File: config.mk
export PLATFORM = sky130hd
export DESIGN_NAME = amcsr_regs
export DESIGN_NICKNAME = d
export VERILOG_FILES = /design/src/rtl/amcsr_pkg.sv /design/src/rtl/amcsr_sync2.sv /design/src/rtl/amcsr_aux_mux.sv /design/src/rtl/amcsr_regs.sv
export SDC_FILE = /design/constraint.sdc
export NUM_CORES = 1
export LEC_CHECK = 0
export ABC_AREA = 1
export BUFFER_PORTS_ARGS = -buffer_cell sky130_fd_sc_hd__buf_2
export CAP_MARGIN = 20
export CORE_MARGIN = 3
export CORE_UTILIZATION = 44
export DETAILED_ROUTE_END_ITERATION = 10
export PLACE_DENSITY = 0.81
export REMOVE_ABC_BUFFERS = 1
export SLEW_MARGIN = 40
export SYNTH_ARGS = -nofsm -noshare
export SYNTH_HDL_FRONTEND = slang
export SYNTH_SLANG_ARGS = --single-unit
File: constraint.sdc
create_clock -name i_mclk -period 1.5 [get_ports i_mclk]
set_input_delay 0.225 -clock i_mclk [delete_from_list [all_inputs] [get_ports i_mclk]]
set_output_delay 0.225 -clock i_mclk [all_outputs]
set_load 0.02 [all_outputs]
File: src/rtl/amcsr_pkg.sv
package amcsr_pkg;
   // register offsets on the control bus
   localparam logic [7:0] OFS_ANALOG_GAIN = 8'h54;
   localparam logic [7:0] OFS_AUX_DIR = 8'h60;
   localparam logic [7:0] OFS_AUX_SEL = 8'h61;
   localparam logic [7:0] OFS_PROC_MISC = 8'h66;
   localparam logic [7:0] OFS_CHIP_ID = 8'h67;
   localparam logic [7:0] OFS_OP_STATE = 8'h68;
   localparam logic [7:0] OFS_SILENCE_STAT = 8'h69;
   localparam logic [7:0] OFS_PHASE_CTRL = 8'h6a;

   // reset values
   localparam logic [7:0] RST_ZERO = 8'h00;
   localparam logic [4:0] RST_GAIN = 5'h00;
   localparam logic [4:0] RST_AUX_SEL = 5'h00;
   localparam logic [1:0] RST_PHASE_OFS = 2'h0;
   localparam logic [1:0] RST_OP_STATE = 2'h0;

   // field positions
   localparam int GAIN_MSB = 4;
   localparam int AUX_DIR_BIT = 0;
   localparam int AUX_SEL_MSB = 4;
   localparam int TRACK_EN_BIT = 5;
   localparam int PHASE_OFS_LSB = 2;
   localparam int PHASE_OFS_MSB = 3;
   localparam int PHASE_SYNC_BIT = 0;
   localparam int CH1_MUTE_BIT = 0;
   localparam int CH2_MUTE_BIT = 1;

   // auxiliary pin source codes
   typedef enum logic [4:0] {
      AUX_OFF = 5'b00000,
      AUX_BOTH_MUTED = 5'b00011,
      AUX_LEFT_MUTED = 5'b00100,
      AUX_RIGHT_MUTED = 5'b00101,
      AUX_CLK_INVALID = 5'b00110,
      AUX_PLL_LOCK = 5'b00111,
      AUX_WARNING = 5'b01000,
      AUX_SERIAL_OUT = 5'b01001,
      AUX_FAULT_LOW = 5'b01011
   } amcsr_aux_src_e;

   // operating states
   typedef enum logic [1:0] {
      OPST_DEEP_SLEEP = 2'b00,
      OPST_SLEEP = 2'b01,
      OPST_HIZ = 2'b10,
      OPST_PLAY = 2'b11
   } amcsr_op_state_e;
endpackage

File: src/rtl/amcsr_sync2.sv
`timescale 1ns/1ps
module amcsr_sync2 #(
   parameter int WIDTH = 1
) (
   // clock and control
   input wire logic i_mclk,
   input wire logic i_rst_b,
   input wire logic i_clk_en,
   // data
   input wire logic [WIDTH-1:0] i_async,
   output logic [WIDTH-1:0] o_sync
);
   logic [WIDTH-1:0] meta_q;

   // first stage feeds only the second stage
   always_ff @(posedge i_mclk) begin
      if (!i_rst_b) begin
         meta_q <= '0;
         o_sync <= '0;
      end else if (i_clk_en) begin
         meta_q <= i_async;
         o_sync <= meta_q;
      end
   end
endmodule // amcsr_sync2

File: src/rtl/amcsr_aux_mux.sv
`timescale 1ns/1ps
module amcsr_aux_mux (
   // clock and control
   input wire logic i_mclk,
   input wire logic i_rst_b,
   input wire logic i_clk_en,
   // selection
   input wire logic i_dir_out,
   input wire logic [4:0] i_sel,
   // sources
   input wire logic i_chan1_silence_muted,
   input wire logic i_chan2_silence_muted,
   input wire logic i_clk_invalid,
   input wire logic i_pll_lock,
   input wire logic i_warning,
   input wire logic i_serial_audio_out,
   input wire logic i_fault_out_low,
   // pin drive
   output logic o_pin_out,
   output logic o_pin_oe_b
);
   logic pin_d;

   always_comb begin
      case (i_sel)
         amcsr_pkg::AUX_OFF: pin_d = 1'b0;
         amcsr_pkg::AUX_BOTH_MUTED: pin_d = i_chan1_silence_muted & i_chan2_silence_muted;
         amcsr_pkg::AUX_LEFT_MUTED: pin_d = i_chan1_silence_muted;
         amcsr_pkg::AUX_RIGHT_MUTED: pin_d = i_chan2_silence_muted;
         amcsr_pkg::AUX_CLK_INVALID: pin_d = i_clk_invalid;
         amcsr_pkg::AUX_PLL_LOCK: pin_d = i_pll_lock;
         amcsr_pkg::AUX_WARNING: pin_d = i_warning;
         amcsr_pkg::AUX_SERIAL_OUT: pin_d = i_serial_audio_out;
         amcsr_pkg::AUX_FAULT_LOW: pin_d = i_fault_out_low;
         default: pin_d = 1'b0;
      endcase
   end

   always_ff @(posedge i_mclk) begin
      if (!i_rst_b) begin
         o_pin_out <= 1'b0;
         o_pin_oe_b <= 1'b1;
      end else if (i_clk_en) begin
         o_pin_out <= pin_d;
         o_pin_oe_b <= ~i_dir_out;
      end
   end
endmodule // amcsr_aux_mux

File: src/rtl/amcsr_regs.sv
`timescale 1ns/1ps
// Behaviour
// - five-bit gain, 0 dB down in 0.5 dB
// - direction bit: 0 input, 1 driven output
// - source code zero drives pin low
// - codes 3,4,5 route mute flags
// - codes 6,7,8 route clock, lock, warning
// - code 9 serial out, 11 fault low
// - misc bit 5 enables supply tracking
// - read-only chip identifier, writes ignored
// - two-bit operating state readback
// - status bit 1 is channel 2 muted
// - status bit 0 is channel 1 muted
// - bits 3-2 pick 45 degree phase steps
// - phase control bit 0 enables sync
// - sync aligns pwm to audio timing
// - mute only after programmed zero run
// - joint mode mutes only both together
module amcsr_regs #(
   parameter logic [7:0] CHIP_ID = 8'h5c // arbitrary value
) (
   // clock and control
   input wire logic i_mclk,
   input wire logic i_rst_b,
   input wire logic i_clk_en,
   // register port from the control bus engine
   input wire logic [7:0] i_reg_addr,
   input wire logic [7:0] i_reg_wdata,
   input wire logic i_reg_wr,
   input wire logic i_reg_rd,
   output logic [7:0] o_reg_rdata,
   output logic o_reg_rvalid,
   // device status from core logic
   input wire logic [1:0] i_operating_state_field,
   input wire logic i_chan1_zero_run_done,
   input wire logic i_chan2_zero_run_done,
   input wire logic i_joint_silence_mute_mode,
   input wire logic i_clk_invalid,
   input wire logic i_pll_lock,
   input wire logic i_warning,
   input wire logic i_serial_audio_out,
   input wire logic i_fault_out_low,
   // pins from outside
   input wire logic i_aux_pin_in,
   input wire logic i_audio_frame_sync,
   // auxiliary pin drive
   output logic o_aux_pin_out,
   output logic o_aux_pin_oe_b,
   output logic o_aux_pin_level,
   // controls to the core
   output logic [4:0] o_analog_gain_field,
   output logic o_supply_tracking_en,
   output logic [1:0] o_switching_phase_offset,
   output logic o_phase_sync_en,
   output logic o_ramp_sync_pulse,
   output logic o_chan1_silence_muted,
   output logic o_chan2_silence_muted
);
   logic [4:0] gain_q;
   logic aux_dir_q;
   logic [4:0] aux_sel_q;
   logic track_en_q;
   logic [1:0] phase_ofs_q;
   logic phase_sync_q;
   logic chan1_muted_q;
   logic chan2_muted_q;
   logic chan1_muted_d;
   logic chan2_muted_d;
   logic [7:0] rdata_d;
   logic frame_sync_s;
   logic frame_sync_prev_q;
   logic aux_pin_s;
   logic in_play;
   logic wr_gain;
   logic wr_dir;
   logic wr_sel;
   logic wr_misc;
   logic wr_phase;

   assign in_play = (i_operating_state_field == amcsr_pkg::OPST_PLAY);
   assign wr_gain = i_reg_wr && (i_reg_addr == amcsr_pkg::OFS_ANALOG_GAIN);
   assign wr_dir = i_reg_wr && (i_reg_addr == amcsr_pkg::OFS_AUX_DIR);
   assign wr_sel = i_reg_wr && (i_reg_addr == amcsr_pkg::OFS_AUX_SEL);
   assign wr_misc = i_reg_wr && (i_reg_addr == amcsr_pkg::OFS_PROC_MISC);
   assign wr_phase = i_reg_wr && (i_reg_addr == amcsr_pkg::OFS_PHASE_CTRL);

   // pins arrive from outside the clock domain
   amcsr_sync2 #(
      .WIDTH(2)
   ) u_pin_sync (
      .i_mclk(i_mclk),
      .i_rst_b(i_rst_b),
      .i_clk_en(i_clk_en),
      .i_async({i_audio_frame_sync, i_aux_pin_in}),
      .o_sync({frame_sync_s, aux_pin_s})
   );

   // analog gain, each code step is a further half decibel down
   always_ff @(posedge i_mclk) begin
      if (!i_rst_b) begin
         gain_q <= amcsr_pkg::RST_GAIN;
      end else if (i_clk_en && wr_gain) begin
         gain_q <= i_reg_wdata[amcsr_pkg::GAIN_MSB:0];
      end
   end

   // auxiliary pin direction and source
   always_ff @(posedge i_mclk) begin
      if (!i_rst_b) begin
         aux_dir_q <= 1'b0;
         aux_sel_q <= amcsr_pkg::RST_AUX_SEL;
      end else if (i_clk_en) begin
         if (wr_dir) begin
            aux_dir_q <= i_reg_wdata[amcsr_pkg::AUX_DIR_BIT];
         end
         if (wr_sel) begin
            aux_sel_q <= i_reg_wdata[amcsr_pkg::AUX_SEL_MSB:0];
         end
      end
   end

   // supply tracking enable
   always_ff @(posedge i_mclk) begin
      if (!i_rst_b) begin
         track_en_q <= 1'b0;
      end else if (i_clk_en && wr_misc) begin
         track_en_q <= i_reg_wdata[amcsr_pkg::TRACK_EN_BIT];
      end
   end

   // switching phase control
   always_ff @(posedge i_mclk) begin
      if (!i_rst_b) begin
         phase_ofs_q <= amcsr_pkg::RST_PHASE_OFS;
         phase_sync_q <= 1'b0;
      end else if (i_clk_en && wr_phase) begin
         phase_ofs_q <= i_reg_wdata[amcsr_pkg::PHASE_OFS_MSB:amcsr_pkg::PHASE_OFS_LSB];
         phase_sync_q <= i_reg_wdata[amcsr_pkg::PHASE_SYNC_BIT];
      end
   end

   // phase offset reaches the ramp only outside play, so a late write cannot
   // step the ramp mid-stream; it takes effect as soon as the state leaves play
   always_ff @(posedge i_mclk) begin
      if (!i_rst_b) begin
         o_switching_phase_offset <= amcsr_pkg::RST_PHASE_OFS;
      end else if (i_clk_en && !in_play) begin
         o_switching_phase_offset <= phase_ofs_q;
      end
   end

   // pwm alignment pulse on each rising audio frame edge while sync is enabled
   always_ff @(posedge i_mclk) begin
      if (!i_rst_b) begin
         frame_sync_prev_q <= 1'b0;
         o_ramp_sync_pulse <= 1'b0;
      end else if (i_clk_en) begin
         frame_sync_prev_q <= frame_sync_s;
         o_ramp_sync_pulse <= phase_sync_q && frame_sync_s && !frame_sync_prev_q;
      end
   end

   // mute status follows the zero-run detectors
   always_comb begin
      if (i_joint_silence_mute_mode) begin
         chan1_muted_d = i_chan1_zero_run_done && i_chan2_zero_run_done;
         chan2_muted_d = i_chan1_zero_run_done && i_chan2_zero_run_done;
      end else begin
         chan1_muted_d = i_chan1_zero_run_done;
         chan2_muted_d = i_chan2_zero_run_done;
      end
   end

   always_ff @(posedge i_mclk) begin
      if (!i_rst_b) begin
         chan1_muted_q <= 1'b0;
         chan2_muted_q <= 1'b0;
      end else if (i_clk_en) begin
         chan1_muted_q <= chan1_muted_d;
         chan2_muted_q <= chan2_muted_d;
      end
   end

   // outputs to the core, all from flops
   always_ff @(posedge i_mclk) begin
      if (!i_rst_b) begin
         o_analog_gain_field <= amcsr_pkg::RST_GAIN;
         o_supply_tracking_en <= 1'b0;
         o_phase_sync_en <= 1'b0;
         o_chan1_silence_muted <= 1'b0;
         o_chan2_silence_muted <= 1'b0;
         o_aux_pin_level <= 1'b0;
      end else if (i_clk_en) begin
         o_analog_gain_field <= gain_q;
         o_supply_tracking_en <= track_en_q;
         o_phase_sync_en <= phase_sync_q;
         o_chan1_silence_muted <= chan1_muted_q;
         o_chan2_silence_muted <= chan2_muted_q;
         o_aux_pin_level <= aux_pin_s;
      end
   end

   amcsr_aux_mux u_aux_mux (
      .i_mclk(i_mclk),
      .i_rst_b(i_rst_b),
      .i_clk_en(i_clk_en),
      .i_dir_out(aux_dir_q),
      .i_sel(aux_sel_q),
      .i_chan1_silence_muted(chan1_muted_q),
      .i_chan2_silence_muted(chan2_muted_q),
      .i_clk_invalid(i_clk_invalid),
      .i_pll_lock(i_pll_lock),
      .i_warning(i_warning),
      .i_serial_audio_out(i_serial_audio_out),
      .i_fault_out_low(i_fault_out_low),
      .o_pin_out(o_aux_pin_out),
      .o_pin_oe_b(o_aux_pin_oe_b)
   );

   // read mux; unmapped offsets and reserved bits read zero
   always_comb begin
      rdata_d = amcsr_pkg::RST_ZERO;
      case (i_reg_addr)
         amcsr_pkg::OFS_ANALOG_GAIN: rdata_d[amcsr_pkg::GAIN_MSB:0] = gain_q;
         amcsr_pkg::OFS_AUX_DIR: rdata_d[amcsr_pkg::AUX_DIR_BIT] = aux_dir_q;
         amcsr_pkg::OFS_AUX_SEL: rdata_d[amcsr_pkg::AUX_SEL_MSB:0] = aux_sel_q;
         amcsr_pkg::OFS_PROC_MISC: rdata_d[amcsr_pkg::TRACK_EN_BIT] = track_en_q;
         amcsr_pkg::OFS_CHIP_ID: rdata_d = CHIP_ID;
         amcsr_pkg::OFS_OP_STATE: rdata_d[1:0] = i_operating_state_field;
         amcsr_pkg::OFS_SILENCE_STAT: begin
            rdata_d[amcsr_pkg::CH1_MUTE_BIT] = chan1_muted_q;
            rdata_d[amcsr_pkg::CH2_MUTE_BIT] = chan2_muted_q;
         end
         amcsr_pkg::OFS_PHASE_CTRL: begin
            rdata_d[amcsr_pkg::PHASE_OFS_MSB:amcsr_pkg::PHASE_OFS_LSB] = phase_ofs_q;
            rdata_d[amcsr_pkg::PHASE_SYNC_BIT] = phase_sync_q;
         end
         default: rdata_d = amcsr_pkg::RST_ZERO;
      endcase
   end

   // read data holds until the next read
   always_ff @(posedge i_mclk) begin
      if (!i_rst_b) begin
         o_reg_rdata <= amcsr_pkg::RST_ZERO;
         o_reg_rvalid <= 1'b0;
      end else if (i_clk_en) begin
         o_reg_rvalid <= i_reg_rd;
         if (i_reg_rd) begin
            o_reg_rdata <= rdata_d;
         end
      end
   end
endmodule // amcsr_regs

## Word-level counts from Yosys, hierarchy flattened

Cells that the tools add are included.

- Input port bits: 33
- Word-level logic and storage cells: 68
- Register bits: 46

- Bitwise operators: 2
- Reductions and logical operators: 17
- Equality and inequality tests: 17
- Muxes and demuxes: 9

Operators with widths:

| cell | number |
|---|---|
| $eq 8x7->1 const B | 8 |
| $eq 5x3->1 const B | 4 |
| $eq 5x4->1 const B | 3 |
| $logic_and 1x1->1 | 12 |
| $pmux 1 s8 | 1 |
| $pmux 2 s4 | 1 |
| $pmux 1 s6 | 1 |
| $reduce_and 2->1 | 3 |
| $eq 5x2->1 const B | 1 |
| $mux 1 | 4 |
| $pmux 1 s4 | 1 |
| $pmux 1 s3 | 1 |
| $eq 2x2->1 const B | 1 |
| $logic_not 1->1 | 2 |
| $and 1x1->1 | 1 |
| $not 1->1 | 1 |

## Longest topological paths before layout

- Depth after elaboration: 3
- Depth in mapped cells: 9
- Mapped depth without buffers: 9

## By module

A second synthesis with hierarchy kept.

- Cell total of the unflattened synthesis: 287
- Area total of the unflattened synthesis: 2153.3 um2

Modules (own cells, without submodules):

| module | times used | area an instance (um2) | sequential area each (um2) | cells an instance |
|---|---|---|---|---|
| amcsr_regs | 1 | 1776.7 | 780.7 | 222 |
| amcsr_aux_mux | 1 | 210.2 | 40.0 | 40 |
| amcsr_sync2 | 1 | 166.4 | 80.1 | 25 |

## Least setup slack after synthesis

Ideal clock, no wire load.

- Kind: input to register
- Start: input port i_reg_addr[7]
- End: register phase_ofs_q[0]
- Arrival time: 949 ps
- Required time: 1381 ps
- Setup time: 119 ps
- Cell stages on the path: 8
- Slack: 431 ps
- Cells stage by stage: inv_2 -> nand2_2 -> nor2_4 -> nand2_2 -> nor2_2 -> nand2_2 -> o21ai_0 -> a21oi_1

- Word-level cells in the longest chain between the ends: 3

Ends and longest elaborated chain:

| element | RTL line | source |
|---|---|---|
| start: declaration | amcsr_regs.sv:27 | `input wire logic [7:0] i_reg_addr,` |
| $eq 8x7->1 | amcsr_regs.sv:85 | `assign wr_phase = i_reg_wr && (i_reg_addr == amcsr_pkg::OFS_PHASE_CTRL);` |
| $logic_and 1x1->1 | amcsr_regs.sv:85 |  |
| $logic_and 1x1->1 | amcsr_regs.sv:136 | `end else if (i_clk_en && wr_phase) begin` |
| end signal: assignment | amcsr_regs.sv:134 | `phase_ofs_q <= amcsr_pkg::RST_PHASE_OFS;` |
| end signal: assignment | amcsr_regs.sv:137 | `phase_ofs_q <= i_reg_wdata[amcsr_pkg::PHASE_OFS_MSB:amcsr_pkg::PHASE_OFS_LSB];` |
| end: declaration | amcsr_regs.sv:63 | `logic [1:0] phase_ofs_q;` |

No other way between the ends.
A chain may end at the register's enable or synchronous reset.

## Final worst setup path

- Start: register aux_sel_q[4]
- End: register u_aux_mux.o_pin_out

- Word-level cells in the longest chain between the ends: 2
- Elaborated cells on any way between the ends: 9
- Those cells by class: eq/ne: 8; mux: 1

Ends and longest elaborated chain:

| element | RTL line | source |
|---|---|---|
| start: declaration | amcsr_regs.sv:61 | `logic [4:0] aux_sel_q;` |
| start signal: assignment | amcsr_regs.sv:111 | `aux_sel_q <= amcsr_pkg::RST_AUX_SEL;` |
| start signal: assignment | amcsr_regs.sv:117 | `aux_sel_q <= i_reg_wdata[amcsr_pkg::AUX_SEL_MSB:0];` |
| $eq 5x4->1, or another cell as far along | amcsr_aux_mux.sv:25 | `case (i_sel)` |
| $pmux 1 s8 (*) | amcsr_aux_mux.sv:25 |  |
| end signal: assignment | amcsr_aux_mux.sv:44 | `o_pin_out <= pin_d;` |
| end: declaration | amcsr_aux_mux.sv:19 | `output logic o_pin_out,` |

Every way passes the cells marked *; elsewhere a longest branch is shown, timed or not.

==> flow_summary.ini <==
[cts]
cts_inserted_buffers = 5
cts_resized = 0
root_buffer = clkbuf_8
cts_tree = built
numClockSinks = 45
cts_hold_buf = 0
clk_latency_ns = 0.30
htree_levels = 2
cts_buffer_depth = 2
cts_setup_buffers = 0
clkTransAtPathRegs_ns = 0.08

[power]
power_density_mw_per_mm2 = 909
ir_drop_v = 0.000581
power_w = 0.00230
power_switching_w = 0.000601
switching_share = 0.261
p_seq_frac = 0.544
p_int_w = 0.00170
combPwrFrac = 0.125
clkPwrFrac = 0.330
leakage_nw = 1.20

[hold_path]
min_from = i_reg_wdata[5]
hold_depth = 3
hold_path.class = input port to register
hold_end = track_en_q$_SDFFE_PN0P_

[yosys]
synth-async-reset-ratio = 0
ys_types = 28
seq_area_frac_synth = 0.429
synth_top_area_frac = 0.429
yosys-top-cells-count = 45 x dfxtp_1, 45 x nor2_1, 39 x nand2_1, 36 x o21ai_0
ys.flop_type = dfxtp_1
synth_warnings = 0
synth-edff-count = 0
ys_ff_latch = 45
postSynthAreaPerCell_um2 = 7.22
syn_area_mm2 = 0.00210
synth_area_leaders = dfxtp_1 43%, o21ai_0 8.6%, nor2_1 8.0%
synthCells = 291
yosysTopAreaCell = dfxtp_1

[timing]
max_freq_ghz = 0.828
hold_violations = 0
fin_ws_ns = 0.293
finalCritPeriodShare = 0.805
rsz0062_at_grt = false
skew_ns = 0.00823
fin_crit_ns = 1.21
hold_slack_ns = 0.143
finalSetupViolCount = 0
fin_tns_setup_ns = 0
maxSlewViolCount = 0

[placed_design]
place_ws_ns = 0.189
port_buffers = 53
dp_hpwl_um = 3880
gp_congestion = 0.866

[detailed_routing]
vias = 2023
totalWireLength_um = 5010
firstDrtPassIters = 4
route.detailed.drc = 0
drt-initial-drc-count = 101
ant_nets = 0
viasPerCell = 5.06
drt-wirelength-per-cell_um = 12.5

[floorplan]
start_util = 0.470
die_area_mm2 = 0.00564
placeableCoreArea_mm2 = 0.00447
std_cell_rows = 24
die_w_um = 75.1
die_h_um = 75.1
num_io_pins = 57

[critical_path]
r2r_slack_ns = 0.29
worst-setup-path-type = register to register
path_max_fanout = 4
start_kind = register
end_kind = register
r2r-start = aux_sel_q[4]$_SDFFE_PN0P_
required_ns = 1.74
cp.arrival_ns = 1.44
reg2reg_to = u_aux_mux.o_pin_out$_SDFFE_PN0P_
worstRegToRegCells = 9

[layout]
area_growth_pct = 20.5
layout.nets = 381
drive_gt1_frac = 0.253
antennaDiodeCount = 0

[job]
cap_violations = 0

[outcome]
status = finished clean

[global_route]
grt_pass1_wl_um = 8120
grt_pass1_vias = 1848
track_usage = 0.189
grt-ovfl-total = 0
grt_max_degree = 31
antenna_found_initial = 0
==> final cells by class <==
| class | instances | area, um2 |
|---|---|---|
| fillers | 429 | 1940 |
| multi-input cells | 202 | 1020 |
| flip-flops and latches | 45 | 901 |
| repair buffers | 60 | 330 |
| inverters | 34 | 128 |
| clock buffers | 6 | 82.6 |
| well taps | 52 | 65.1 |
| clock inverters | 1 | 7.51 |
==> metal layers <==
layer  GRT usage  share of wire  up-vias
met5           0              0        -
met4      0.0553          0.014        0
met3      0.0587          0.060        9
met2       0.324           0.48       52
met1       0.227           0.45      899
li1            -              -     1063
==> worst max-delay path by stage <==
stage,startpoint,endpoint,slack (ns),cells past startpoint
final,aux_sel_q[4]$_SDFFE_PN0P_,u_aux_mux.o_pin_out$_SDFFE_PN0P_,0.29,9
after global placement,i_reg_addr[2],aux_sel_q[1]$_SDFFE_PN0P_,0.24,7
after detailed placement,i_reg_addr[2],aux_sel_q[1]$_SDFFE_PN0P_,0.19,7
after floorplan,i_reg_addr[7],phase_ofs_q[0]$_SDFFE_PN0P_,0.28,8
after global routing,aux_sel_q[1]$_SDFFE_PN0P_,u_aux_mux.o_pin_out$_SDFFE_PN0P_,0.09,8
after CTS,aux_sel_q[1]$_SDFFE_PN0P_,u_aux_mux.o_pin_out$_SDFFE_PN0P_,0.28,8
==> flip-flops by register name (all words and copies together), names as in the netlist, 2 cells and up <==
name                      count
aux_sel_q                     5
gain_q                        5
o_analog_gain_field           5
o_reg_rdata                   7
o_switching_phase_offset      2
phase_ofs_q                   2
u_pin_sync.meta_q             2
u_pin_sync.o_sync             2
==> stage by stage <==
step | utilization | instances | cell area (um2)
floorplan | - | 281 | 2050
global placement | 0.546 | 393 | 2440
detailed placement | 0.546 | 393 | 2440
CTS | 0.566 | 400 | 2530
global route | 0.566 | 400 | 2530
finish | 0.566 | 400 | 2530
==> critical path, cell delays in order, from the launching register on <==
cell and delay, ns:
dfxtp_1 0.34, inv_1 0.12, nand2_1 0.08, nor2_1 0.19
nand3_1 0.10, nand2_1 0.07, nor2_1 0.04, nand2_1 0.05
nand2_1 0.05, a21oi_1 0.11
==> kinds of logic after synthesis <==
group,count (synthesis),synth area share
compound gates,77,0.193
flops,45,0.429
other cells,1,0.00178
simple gates,124,0.289
buf+inv,44,0.0869
==> placed cells by master (no fill, tap or decap), drive strengths merged <==
cell type / n
buf: 60
nor3: 7
inv: 34
dfxtp: 45
clkbuf: 6
o211ai: 1
nand3: 11
o31ai: 1
nand4: 8
conb: 1
nor2: 52
nand2: 46
o22ai: 1
a21oi: 31
clkinvlp: 1
o21ai: 43
==> power by group through the flow <==
stage | clock network [W] | registers [W] | logic (W)
floorplan | 0 | 0.00131 | 0.000113
global placement | 0 | 0.00128 | 0.000284
detailed placement | 0 | 0.00128 | 0.000288
CTS | 0.000777 | 0.00125 | 0.000289
global route | 0.000831 | 0.00126 | 0.000319
finish | 0.000760 | 0.00125 | 0.000289
Power figures use the tool's default switching activity.
